[config.mk]
export PLATFORM = sky130hd
export DESIGN_NAME = alert_monitor
export DESIGN_NICKNAME = d
export VERILOG_FILES = /design/src/alert_pkg.sv /design/src/limit_store.sv /design/src/alert_monitor.sv
export SDC_FILE = /design/constraint.sdc
export NUM_CORES = 1
export LEC_CHECK = 0
export ABC_AREA = 1
export BUFFER_PORTS_ARGS = -buffer_cell sky130_fd_sc_hd__buf_2
export CAP_MARGIN = 20
export CORE_AREA = 2 2 349 351
export DETAILED_ROUTE_END_ITERATION = 7
export DIE_AREA = 0 0 351 353
export PLACE_DENSITY = 0.37
export SETUP_SLACK_MARGIN = 0.15
export SLEW_MARGIN = 5
export SYNTH_ARGS = -nofsm -noshare
export SYNTH_HDL_FRONTEND = slang
export SYNTH_SLANG_ARGS = --single-unit
[constraint.sdc]
create_clock -name sys_clk_i -period 13.76 [get_ports sys_clk_i]
set_clock_uncertainty 0.1 [all_clocks]
set_input_delay 0.688 -clock sys_clk_i [delete_from_list [all_inputs] [get_ports sys_clk_i]]
set_output_delay 0.688 -clock sys_clk_i [all_outputs]
set_load 0.03 [all_outputs]
[src/alert_pkg.sv]
// Purpose: Shared constants, register map and carrier types of the limit alert monitor.
// Assumes: Twelve-bit conversion codes, nine monitored channels and one 40 MHz system clock.
// Notes: Channels 0-3 are voltage inputs, 4-5 current sense, 6-7 external diodes, 8 the internal sensor.
package alert_pkg;
	// ****************************************************************
	// Sizes and codes
	// ****************************************************************
	localparam int NUM_CH = 9;
	localparam logic [3:0] FIRST_TEMP_CH = 4'h6;
	localparam logic [3:0] FIRST_DIODE_CH = 4'h6;
	localparam logic [3:0] LAST_DIODE_CH = 4'h7;
	localparam logic [11:0] CODE_MAX = 12'hfff;
	localparam logic [11:0] CODE_MIN = 12'h000;
	localparam logic [11:0] HYST_RECORD = 12'hfff;
	localparam logic [11:0] HYST_RST_VOLT = 12'h008;
	localparam logic [11:0] HYST_RST_TEMP = 12'h020;
	localparam int DIODE_FLAG_BIT = 11;

	// Conversion rate in autocycle operation, kept for reference by software and tests.
	localparam int CLK_MHZ = 40;
	localparam int CONV_PERIOD_US = 50;
	localparam int CONV_PERIOD_CYC = CONV_PERIOD_US * CLK_MHZ;

	// ****************************************************************
	// Register map
	// ****************************************************************
	localparam logic [7:0] ADDR_RESULT = 8'h01;
	localparam logic [7:0] ADDR_STAT_A = 8'h04;
	localparam logic [7:0] ADDR_STAT_B = 8'h05;
	localparam logic [7:0] ADDR_STAT_C = 8'h06;
	localparam logic [7:0] ADDR_CONFIG = 8'h09;
	localparam logic [7:0] ADDR_HYST_VOLTAGE_INPUT_ZERO = 8'h0d;
	localparam logic [7:0] ADDR_LIMIT_BASE = 8'h0b;
	localparam logic [7:0] LIM_STRIDE = 8'h03;
	localparam logic [7:0] LIM_SPAN = 8'h1b;
	localparam logic [1:0] FIELD_LOW = 2'h0;
	localparam logic [1:0] FIELD_HIGH = 2'h1;
	localparam logic [1:0] FIELD_HYST = 2'h2;
	localparam int CFG_FLAG_EN_BIT = 1;
	localparam int CFG_PIN_EN_BIT = 2;
	localparam logic [7:0] CFG_RESET = 8'h00;
	localparam int STAT_B_OVR_LSB = 4;
	localparam int STAT_C_OPEN_BIT = 7;

	// ****************************************************************
	// Carrier types
	// ****************************************************************
	typedef struct packed {
		logic [3:0] chan;
		logic [11:0] data;
	} conv_t;

	typedef struct packed {
		logic flag;
		logic [3:0] chan;
		logic [11:0] data;
	} result_t;

	typedef struct packed {
		logic [11:0] hyst;
		logic [11:0] high;
		logic [11:0] low;
	} lim_word_t;

	// Power-up hysteresis: temperature channels get a wider band.
	function automatic logic [11:0] hyst_reset(input int ch);
		return (ch >= int'(FIRST_TEMP_CH)) ? HYST_RST_TEMP : HYST_RST_VOLT;
	endfunction
endpackage

[src/limit_store.sv]
// Purpose: Per-channel store of lower limit, upper limit and hysteresis words.
// Assumes: One write port with field enables and two registered read ports.
// Notes: Reads of a channel beyond the last one return zero.
`timescale 1ns/10ps
module limit_store import alert_pkg::*; (
	input wire logic sys_clk_i,
	input wire logic reset_n_i,
	input wire logic wr_en_i,
	input wire logic [3:0] wr_chan_i,
	input wire logic [2:0] wr_field_i,
	input wire lim_word_t wr_word_i,
	input wire logic [3:0] rd_a_chan_i,
	output lim_word_t rd_a_word_o,
	input wire logic [3:0] rd_b_chan_i,
	output lim_word_t rd_b_word_o
);
	lim_word_t mem [NUM_CH];

	// Power-up contents put each channel at the widest window.
	always_ff @(posedge sys_clk_i or negedge reset_n_i) begin
		if (!reset_n_i) begin
			for (int i = 0; i < NUM_CH; i++) begin
				mem[i] <= '{hyst: hyst_reset(i), high: CODE_MAX, low: CODE_MIN};
			end
		end else if (wr_en_i && (int'(wr_chan_i) < NUM_CH)) begin
			if (wr_field_i[FIELD_LOW]) mem[wr_chan_i].low <= wr_word_i.low;
			if (wr_field_i[FIELD_HIGH]) mem[wr_chan_i].high <= wr_word_i.high;
			if (wr_field_i[FIELD_HYST]) mem[wr_chan_i].hyst <= wr_word_i.hyst;
		end
	end

	// Both read ports are registered so the output is a clean flop.
	always_ff @(posedge sys_clk_i or negedge reset_n_i) begin
		if (!reset_n_i) begin
			rd_a_word_o <= '0;
			rd_b_word_o <= '0;
		end else begin
			rd_a_word_o <= (int'(rd_a_chan_i) < NUM_CH) ? mem[rd_a_chan_i] : '0;
			rd_b_word_o <= (int'(rd_b_chan_i) < NUM_CH) ? mem[rd_b_chan_i] : '0;
		end
	end
endmodule

[src/alert_monitor.sv]
// Purpose: Limit checking, hysteresis release, min/max recording and alert reporting for conversions.
// Assumes: Conversions and register accesses are synchronous to sys_clk_i; the serial slave sits outside.
// Notes: A conversion is judged one cycle after it arrives, once its limit word is read.
`timescale 1ns/10ps
module alert_monitor import alert_pkg::*; (
	input wire logic sys_clk_i,
	input wire logic reset_n_i,
	input wire logic conv_valid_i,
	input wire conv_t conv_i,
	input wire logic [1:0] overrange_i,
	input wire logic [1:0] diode_open_i,
	input wire logic reg_wr_i,
	input wire logic reg_rd_i,
	input wire logic [7:0] reg_addr_i,
	input wire logic [15:0] reg_wdata_i,
	output logic reg_ready_o,
	output logic reg_rvalid_o,
	output logic [15:0] reg_rdata_o,
	output result_t result_o,
	output logic alert_pin_o
);
	// ****************************************************************
	// Address decoding
	// ****************************************************************
	// Returns {hit, field, channel} for an address in the limit block.
	function automatic logic [6:0] lim_decode(input logic [7:0] addr);
		logic [7:0] idx;
		logic [7:0] ch;
		logic [7:0] fld;
		idx = addr - ADDR_LIMIT_BASE;
		ch = idx / LIM_STRIDE;
		fld = idx % LIM_STRIDE;
		return {(addr >= ADDR_LIMIT_BASE) && (idx < LIM_SPAN), fld[1:0], ch[3:0]};
	endfunction

	conv_t conv_reg;
	logic conv_pend_reg;
	logic [17:0] lim_stat_reg;
	logic [17:0] lim_stat_next;
	logic [1:0] ovr_stat_reg;
	logic [1:0] ovr_stat_next;
	logic open_stat_reg;
	logic open_stat_next;
	logic [7:0] cfg_reg;
	logic [7:0] cfg_next;
	result_t result_next;
	logic alert_pin_next;
	logic rd_pend_reg;
	logic [7:0] rd_addr_reg;
	logic [15:0] read_mux;
	lim_word_t cur_word;
	lim_word_t host_word;

	wire [6:0] wr_dec = lim_decode(reg_addr_i);
	wire [6:0] rd_dec = lim_decode(rd_addr_reg);
	wire [6:0] rd_now_dec = lim_decode(reg_addr_i);

	// ****************************************************************
	// Limit comparison of the pending conversion
	// ****************************************************************
	// Thirteen-bit sums keep a large hysteresis from wrapping, so a band near full scale never releases.
	wire rec_mode = (cur_word.hyst == HYST_RECORD);
	wire low_trip = conv_reg.data < cur_word.low;
	wire high_trip = conv_reg.data > cur_word.high;
	wire low_rel = {1'b0, conv_reg.data} >= ({1'b0, cur_word.low} + {1'b0, cur_word.hyst});
	wire high_rel = ({1'b0, conv_reg.data} + {1'b0, cur_word.hyst}) <= {1'b0, cur_word.high};
	wire judge = conv_pend_reg && !rec_mode;

	// A recorder update takes the store's write port, so host writes wait one cycle.
	wire rec_wr = conv_pend_reg && rec_mode && (low_trip || high_trip);
	wire host_wr = reg_wr_i && reg_ready_o;

	// Host clears: writing ones to a status register, or a configuration write that sets both enable bits.
	wire clr_all = host_wr && (reg_addr_i == ADDR_CONFIG) && reg_wdata_i[CFG_FLAG_EN_BIT]
		&& reg_wdata_i[CFG_PIN_EN_BIT];
	wire wr_a = host_wr && (reg_addr_i == ADDR_STAT_A);
	wire wr_b = host_wr && (reg_addr_i == ADDR_STAT_B);
	wire wr_c = host_wr && (reg_addr_i == ADDR_STAT_C);
	wire [17:0] lim_clr = {18{clr_all}} | {wr_c ? reg_wdata_i[5:0] : 6'h00,
		wr_b ? reg_wdata_i[3:0] : 4'h0, wr_a ? reg_wdata_i[7:0] : 8'h00};
	wire [1:0] ovr_clr = {2{clr_all}} | (wr_b ? reg_wdata_i[STAT_B_OVR_LSB +: 2] : 2'h0);
	wire open_clr = clr_all || (wr_c && reg_wdata_i[STAT_C_OPEN_BIT]);

	// Per-channel set and release terms; each channel reads only its own word.
	logic [17:0] lim_set;
	logic [17:0] lim_rel;
	genvar c;
	generate
		for (c = 0; c < NUM_CH; c++) begin : g_chan
			wire hit = judge && (conv_reg.chan == 4'(c));
			assign lim_set[2 * c] = hit && low_trip;
			assign lim_set[2 * c + 1] = hit && high_trip;
			assign lim_rel[2 * c] = hit && low_rel;
			assign lim_rel[2 * c + 1] = hit && high_rel;
		end
	endgenerate

	// Set wins over both release and host clear, so no event is lost.
	assign lim_stat_next = lim_set | (lim_stat_reg & ~lim_rel & ~lim_clr);
	assign ovr_stat_next = overrange_i | (ovr_stat_reg & ~ovr_clr);
	assign open_stat_next = (|diode_open_i) | (open_stat_reg & ~open_clr);
	wire any_next = (|lim_stat_next) || (|ovr_stat_next) || open_stat_next;
	assign cfg_next = (host_wr && (reg_addr_i == ADDR_CONFIG)) ? reg_wdata_i[7:0] : cfg_reg;
	assign alert_pin_next = cfg_reg[CFG_PIN_EN_BIT] && any_next;
	assign result_next = conv_pend_reg ?
		result_t'{flag: cfg_reg[CFG_FLAG_EN_BIT] && any_next, chan: conv_reg.chan, data: conv_reg.data} :
		result_o;
	assign reg_ready_o = !rec_wr;

	// ****************************************************************
	// Limit store
	// ****************************************************************
	wire [2:0] host_field = 3'h1 << wr_dec[5:4];
	wire [2:0] rec_field = {1'b0, high_trip, low_trip};
	limit_store u_store (
		.sys_clk_i(sys_clk_i),
		.reset_n_i(reset_n_i),
		.wr_en_i(rec_wr || (host_wr && wr_dec[6])),
		.wr_chan_i(rec_wr ? conv_reg.chan : wr_dec[3:0]),
		.wr_field_i(rec_wr ? rec_field : host_field),
		.wr_word_i(rec_wr ? lim_word_t'({conv_reg.data, conv_reg.data, conv_reg.data}) :
			lim_word_t'({3{reg_wdata_i[11:0]}})),
		.rd_a_chan_i(conv_i.chan),
		.rd_a_word_o(cur_word),
		.rd_b_chan_i(rd_now_dec[3:0]),
		.rd_b_word_o(host_word)
	);

	// ****************************************************************
	// Register read path
	// ****************************************************************
	// Diode channels show the open-circuit state in bit 11 of both limit words.
	wire [3:0] rd_chan = rd_dec[3:0];
	wire rd_diode = (rd_chan >= FIRST_DIODE_CH) && (rd_chan <= LAST_DIODE_CH) && (rd_dec[5:4] != FIELD_HYST);
	wire [3:0] diode_idx = rd_chan - FIRST_DIODE_CH;
	wire [11:0] rd_field = (rd_dec[5:4] == FIELD_LOW) ? host_word.low :
		(rd_dec[5:4] == FIELD_HIGH) ? host_word.high : host_word.hyst;
	wire [11:0] rd_limit = rd_diode ?
		{~diode_open_i[diode_idx[0]], rd_field[DIODE_FLAG_BIT - 1:0]} : rd_field;

	always_comb begin
		if (rd_dec[6]) begin
			read_mux = {4'h0, rd_limit};
		end else if (rd_addr_reg == ADDR_RESULT) begin
			read_mux = {result_o.flag, result_o.chan[2:0], result_o.data};
		end else if (rd_addr_reg == ADDR_STAT_A) begin
			read_mux = {8'h00, lim_stat_reg[7:0]};
		end else if (rd_addr_reg == ADDR_STAT_B) begin
			read_mux = {10'h000, ovr_stat_reg, lim_stat_reg[11:8]};
		end else if (rd_addr_reg == ADDR_STAT_C) begin
			read_mux = {8'h00, open_stat_reg, 1'b0, lim_stat_reg[17:12]};
		end else if (rd_addr_reg == ADDR_CONFIG) begin
			read_mux = {8'h00, cfg_reg};
		end else begin
			read_mux = 16'h0000;
		end
	end

	// ****************************************************************
	// State registers
	// ****************************************************************
	always_ff @(posedge sys_clk_i or negedge reset_n_i) begin
		if (!reset_n_i) begin
			conv_reg <= '0;
			conv_pend_reg <= 1'b0;
			lim_stat_reg <= '0;
			ovr_stat_reg <= '0;
			open_stat_reg <= 1'b0;
			cfg_reg <= CFG_RESET;
			result_o <= '0;
			alert_pin_o <= 1'b0;
		end else begin
			conv_reg <= conv_i;
			conv_pend_reg <= conv_valid_i;
			lim_stat_reg <= lim_stat_next;
			ovr_stat_reg <= ovr_stat_next;
			open_stat_reg <= open_stat_next;
			cfg_reg <= cfg_next;
			result_o <= result_next;
			alert_pin_o <= alert_pin_next;
		end
	end

	// Read answers two cycles after the request, from a flop.
	always_ff @(posedge sys_clk_i or negedge reset_n_i) begin
		if (!reset_n_i) begin
			rd_pend_reg <= 1'b0;
			rd_addr_reg <= '0;
			reg_rvalid_o <= 1'b0;
			reg_rdata_o <= '0;
		end else begin
			rd_pend_reg <= reg_rd_i;
			rd_addr_reg <= reg_addr_i;
			reg_rvalid_o <= rd_pend_reg;
			reg_rdata_o <= rd_pend_reg ? read_mux : reg_rdata_o;
		end
	end
endmodule

==> results of run 1 <==
## placed cells by master (no fill, tap or decap), types with 4 or more instances in the layout
cell type	n
a21o_1	4
a21oi_1	344
a31oi_1	6
buf_12	4
buf_2	78
buf_4	62
clkbuf_1	25
clkbuf_16	68
clkbuf_8	11
clkinv_1	5
clkinv_2	10
dfrtp_1	369
dfstp_2	117
ha_1	84
inv_1	399
inv_2	5
nand2_1	974
nand2_2	7
nand3_1	286
nand4_1	228
nor2_1	81
nor2_2	7
nor2_4	4
nor3_1	14
nor4_1	9
o211a_1	6
o211ai_1	4
o21ai_0	489
o21ai_1	36
o21ai_2	15
o21bai_1	6
o22ai_1	32
or2_2	12
xnor2_1	6
xor2_1	18
## power by group
part	internal, W	switching (W)	total (W)
clock	0.000995	0.000709	0.00170
sequential	0.00158	0.0000942	0.00167
combinational	0.000334	0.00110	0.00144
total	0.00291	0.00190	0.00481
## area by class of cell
cell class / count / area share
well taps: 1625 / 0.0622
clock buffers: 104 / 0.0596
clock inverters: 16 / 0.00437
inverters: 411 / 0.0474
multi-input cells: 2713 / 0.419
repair buffers: 147 / 0.0304
flip-flops and latches: 486 / 0.377
## cell usage after synthesis, types with 3 or more instances
library cell,number,area (µm²)
buf_2,62,310
xnor2_1,6,52.6
a31oi_1,6,37.5
nor4_1,10,62.6
clkinv_1,5,18.8
o32ai_1,3,26.3
nand2_2,6,37.5
buf_6,4,45.0
dfrtp_1,369,9230
o211ai_1,4,30.0
nor3_1,15,75.1
nor2_1,85,319
o221ai_1,3,26.3
nand3_1,288,1440
xor2_1,18,158
inv_2,4,15.0
clkbuf_1,182,683
nor2_2,6,37.5
buf_1,18,67.6
a21oi_1,345,1730
a21o_1,4,30.0
o211a_1,6,60.1
inv_1,402,1510
and2_1,3,18.8
nand4_1,228,1430
o21ai_2,3,26.3
buf_4,10,75.1
o21ai_0,500,2500
nand2_1,978,3670
a211oi_1,3,22.5
ha_1,84,1050
o21ai_1,37,185
dfstp_2,117,3070
o22ai_1,32,200
or2_2,12,75.1
o21bai_1,6,45.0
## kinds of logic (layout without fill, tap and decap cells)
group,Yosys count,in the layout
buffers and inverters,687,678
adder cells (fa/ha/maj),86,86
flip-flops,486,486
AO/OA/AOI/OAI,963,963
XOR/XNOR,24,24
AND/OR/NAND/NOR,1640,1640
## worst max-delay path, delay by kind of cell
kind,cells,cell delay [ps]
xor gates and xnor gates,1,270
and+or+nand+nor,19,3820
AOI/OAI and AO/OA,5,750
adders and majority gates,3,580
buffers and inverters,7,1750
## stage by stage
step | worst slack [ps] | power [W]
global placement | 5470 | 0.00313
global route | 5460 | 0.00508
floorplan | 8970 | 0.00255
detailed placement | 5510 | 0.00313
CTS | 6150 | 0.00487
finish | 6210 | 0.00481
## path summary, 6_finish.rpt
check | startpoint | cells past startpoint | end
max | reg_addr_i[0] | 35 | u_store.mem[272]$_DFFE_PN1P_
min | reset_n_i | 1 | lim_stat_reg[12]$_DFF_PN0_
max reg2reg | rd_addr_reg[0]$_DFF_PN0_ | 33 | reg_rdata_o[9]$_DFFE_PN0P_
min reg2reg | u_store.mem[232]$_DFFE_PN1P_ | 2 | u_store.mem[232]$_DFFE_PN1P_
max in group asynchronous | reset_n_i | 4 | u_store.mem[168]$_DFFE_PN0P_
min in group sys_clk_i | conv_i[9] | 1 | conv_reg[9]$_DFF_PN0_
## routing by layer
layer	share of wire	vias up	routed length, µm	GRT usage
met3	0.046	135	5690	0.0281
li1	-	12928	-	-
met5	0.000088	-	11	0
met2	0.46	645	57600	0.323
met4	0.021	2	2610	0.0501
met1	0.47	13076	58800	0.280
==> metrics.md, run 1 <==
| Metric | Value |
|---|---|
| CTS tree | `done` |
| PostCTS Resize Cnt | `0` |
| RSZ-0062 raised after global routing | `no` |
| Detailed Route WL | `125 mm` |
| Syn nets | `4021` |
| Port Buffers | `80` |
| Cell Area, Synth | `0.0286 mm²` |
| Drt pass-1 iters | `6` |
| # Max-Cap Violations | `0` |
| Average wire per standard cell | `22.7 µm` |
| Post-DP Area | `0.0306 mm²` |
| Library cells used by synthesis | `51` |
| Clock Sinks | `486` |
| Crit-path max cell delay | `about 960 ps` |
| Worst-case clock buffer depth | `3` |
| Post-Synthesis Mean Instance Area | `7.36 µm²` |
| Multi-input gate area | `0.0137 mm²` |
| Htree depth | `3` |
| Failing checks | `hold timing` |
| Placed cell count | `~5400` |
| CTS Root Cell | `clkbuf_16` |
| Clk slew on worst S/H paths | `50 ps` |
| Number of synthesized flops with an enable pin | `0` |
| Vias in the first global route | `26204` |
| Antenna violations before repair | `6` |
| Static leakage power | `14.7 nW` |
| Crit. End Element | `register` |
| Final setup vio count | `0` |
| Hold_ws | `-37.4 ps` |
| Post-synthesis adder-cell area fraction | `0.0382` |
| Arrival @ worst endpoint | `about 8000 ps` |
| HPWL Detailed | `approximately 80 mm` |
| Num CTS Buffers | `66` |
| Final GP Congestion | `0.849` |
| Synth Area in Compound Gates | `0.175` |
| Worst min path class | `in2async` |
| Max FFs per register | `324` |
| Worst vdd ir | `around 0.093 mV` |
| Worst slew pin tran | `1080 ps` |
| Pins Over Slew Limit | `0` |
| Initial core utilization | `0.237` |
| Die area | `between 0.1 and 0.15 mm²` |
| Initial drt markers | `2114` |
| Final period util | `0.549` |
| Share of cells above drive strength 1 | `0.109` |
| Pwr dens | `147 mW/mm²` |
| DRC | `0` |
| First-pass GRT wire length | `185 mm` |
| GRT Util Overall | `0.200` |
| Storage element area | `roughly 0.012 mm²` |
| Critical Path Source Type | `primary input` |
| Syn. warnings | `0` |
| # hold bufs at CTS | `0` |
| Relative slew slack | `0.275` |
| Main combinational cell family by area after synthesis | `simple AND/OR/NAND/NOR gates` |
| Fill cells | `13282` |
| CP Max Fanout | `83` |
| Critical-path top delay cell | `nand4_1` |
| Top reg by flops | `u_store.mem` |
| Die W | `351 µm` |
| Fmax | `0.132 GHz` |
| Multiplexer share of the synthesized area | `0` |
| Routed via count | `26786` |
| Final min period | `7550 ps` |
| WP data required | `~14000 ps` |
| Fin cells | `~5500` |
| Total grt overflow | `0` |
| Nets | `3960` |
| Status | `finished, violations left` |
| Main synth FF type | `dfrtp_1` |
| Area grow syn2layout | `14.3%` |
| Syn Inst Count | `3886` |
| Number of cell rows | `128` |
| Core Util, Final | `0.271` |
| XOR/XNOR Fraction of Synth Area | `0.00735` |
| Leading registers by flop count | `u_store.mem (324), u_store.rd_a_word_o (36), u_store.rd_b_word_o (36)` |
| Post-synthesis sequential area ratio | `0.430` |
| ANT cells | `0` |
| Clk_lat worst skew | `630 ps` |
| Vias per std cell | `~4.9` |
| Design area | `0.0327 mm²` |
| Type of the worst setup path | `in2reg` |
| Top Ports | `85` |
| Final setup TNS | `0 ps` |
| Asr flop ratio synth | `1.00` |
| Final Hold Viols | `11` |
| Core ar. | `0.121 mm²` |
| Largest net degree at the start of global routing | `169` |
| Postcts setup bufs | `0` |
| Post-route ant nets | `0` |
| Flops & latches, synth | `between 400 and 500` |
| Die height | `between 300 and 400 µm` |
| Post-Synth Simple-Gate Area | `0.254` |
| Flop2flop setup slack | `approximately 8400 ps` |
Note: power is estimated with default switching activity, not from simulation.
==> inputs of run 2 (changes only) <==
- PLACE_DENSITY: 0.37 -> 0.38
- clock period: 13.76 -> 6.4 ns (I/O delays scaled with it)
==> metrics.md, run 2 (synthesized netlist as in run 1, its figures left out) <==
| Metric | Value |
|---|---|
| Number of cell rows | `approximately 130` |
| Core Util, Final | `0.276` |
| Critical-path top delay cell | `nand4_1` |
| First-pass GRT wire length | `183 mm` |
| Top Ports | `85` |
| CTS tree | `done` |
| Relative slew slack | `0.223` |
| Crit-path max cell delay | `540 ps` |
| GRT Util Overall | `0.199` |
| Type of the worst setup path | `in2reg` |
| Final min period | `between 5000 and 6000 ps` |
| Share of cells above drive strength 1 | `0.116` |
| # Max-Cap Violations | `0` |
| Most frequent cells in the layout | `972 x nand2_1, 489 x o21ai_0, 399 x inv_1` |
| Post-route ant nets | `0` |
| Routed via count | `27270` |
| Worst-case clock buffer depth | `3` |
| Drt pass-1 iters | `5` |
| Status | `finished clean` |
| Htree depth | `2` |
| Setup ws final | `800 ps` |
| Detailed Route WL | `125 mm` |
| Arrival @ worst endpoint | `6050 ps` |
| Commonest non-fill, non-tap cell in the layout | `nand2_1` |
| Clk slew on worst S/H paths | `60 ps` |
| Most numerous cell on the critical path | `nand2_1` |
| CTS Root Cell | `clkbuf_16` |
| Critical Path Source Type | `primary input` |
| WP data required | `6850 ps` |
| Max FFs per register | `324` |
| Clk_lat worst skew | `slightly below 700 ps` |
| Flop2flop setup slack | `1290 ps` |
| Worst min path class | `in2async` |
| Fmax | `0.179 GHz` |
| Antenna violations before repair | `6` |
| Total grt overflow | `0` |
| Largest net degree at the start of global routing | `around 150` |
| Pins Over Slew Limit | `0` |
| Vias per std cell | `4.90` |
| Leading registers by flop count | `u_store.mem (324), u_store.rd_a_word_o (36), u_store.rd_b_word_o (36)` |
| Area grow syn2layout | `16.4%` |
| Vias in the first global route | `26471` |
| ANT cells | `0` |
| Die height | `353 µm` |
| Critical Path Source | `reg_addr_i[0]` |
| Worst vdd ir | `0.312 mV` |
| Average wire per standard cell | `22.4 µm` |
| Placement Setup Slack | `338 ps` |
| Worst slew pin tran | `1170 ps` |
| R2R Path Start | `conv_reg[2]$_DFF_PN0_` |
| Top reg by flops | `u_store.mem` |
| Num CTS Buffers | `60` |
| End of the critical path | `u_store.mem[291]$_DFFE_PN0P_` |
| Initial core utilization | `0.237` |
| HPWL Detailed | `between 80 and 90 mm` |
| Nets | `a little over 4000` |
| Final setup vio count | `0` |
| Pwr dens | `310 mW/mm²` |
| CP Max Fanout | `13` |
| R2R Path End | `alert_pin_o$_DFF_PN0_` |
| Port Buffers | `80` |
| Clock Sinks | `just under 500` |
| Initial drt markers | `2276` |
| DRC | `0` |
| Die W | `351 µm` |
| Crit. End Element | `register` |
| Reg2reg path depth | `25` |
| Final GP Congestion | `between 0.8 and 0.9` |
| Die area | `0.124 mm²` |
| Static leakage power | `15.0 nW` |
| Core ar. | `0.121 mm²` |
| RSZ-0062 raised after global routing | `no` |
| Final period util | `0.875` |
| Final Hold Viols | `0` |
| Final setup TNS | `0 ps` |
run 2: power by group:
group	switching [W]	total [W]	leakage [nW]	internal, W
Clock	0.00147	0.00354	0.988	0.00208
Combinational	0.00238	0.00316	7.91	0.000788
Sequential	0.000202	0.00359	6.10	0.00339
Total	0.00405	0.0103	15.0	0.00625
run 2: layout make-up:
cell class              instances  area [µm²]
clock buffers                  99        1850
clock inverters                14         155
fillers                     13215       87300
inverters                     411        1550
multi-input cells            2713       13700
flip-flops and latches        486       12300
well taps                    1625        2030
repair buffers                220        1680
run 2: routing by layer:
layer / routed length, µm / global-route usage / vias to the layer above
met5: 30 / 0 / -
met4: 4480 / 0.0724 / 6
met3: 6540 / 0.0303 / 212
met2: 56900 / 0.316 / 743
met1: 56700 / 0.272 / 13244
li1: - / - / 13065
run 2: stage by stage:
stage / hold WS [ps] / instance area [µm²] / total power, W / cells
after floorplan: -75.6 / 28600 / 0.00548 / 3886
after global placement: 204 / 30900 / 0.00679 / 5413
after detailed placement: 204 / 30900 / 0.00679 / 5413
after global routing: 116 / 33300 / 0.0109 / 5568
after CTS: 77.4 / 33200 / 0.0104 / 5564
final: 87.7 / 33300 / 0.0103 / 5568
run 2: worst min-delay path by stage:
| stage | start | endpoint | slack (ps) |
|---|---|---|---|
| floorplan | reset_n_i | alert_pin_o$_DFF_PN0_ | -80 |
| global placement | reset_n_i | cfg_reg[0]$_DFFE_PN0P_ | 200 |
| detailed placement | reset_n_i | cfg_reg[0]$_DFFE_PN0P_ | 200 |
| CTS | reset_n_i | lim_stat_reg[12]$_DFF_PN0_ | 80 |
| global route | reset_n_i | cfg_reg[0]$_DFFE_PN0P_ | 120 |
| finish | reset_n_i | cfg_reg[0]$_DFFE_PN0P_ | 90 |
run 2: timing repair:
action	CTS	global route
gates resized for setup	0	3
hold buffers	38	0
buffers inserted	0	3
endpoints found under the hold margin	99	0
setup endpoints to repair	0	84
run 2: worst max-delay path: cells and delay by family:
kind,cells,cell delay (ps)
AO/OA/AOI/OAI,5,970
XOR/XNOR,1,190
adder cells (fa/ha/maj),3,620
buffers and inverters,8,1420
AND/OR/NAND/NOR,17,2520
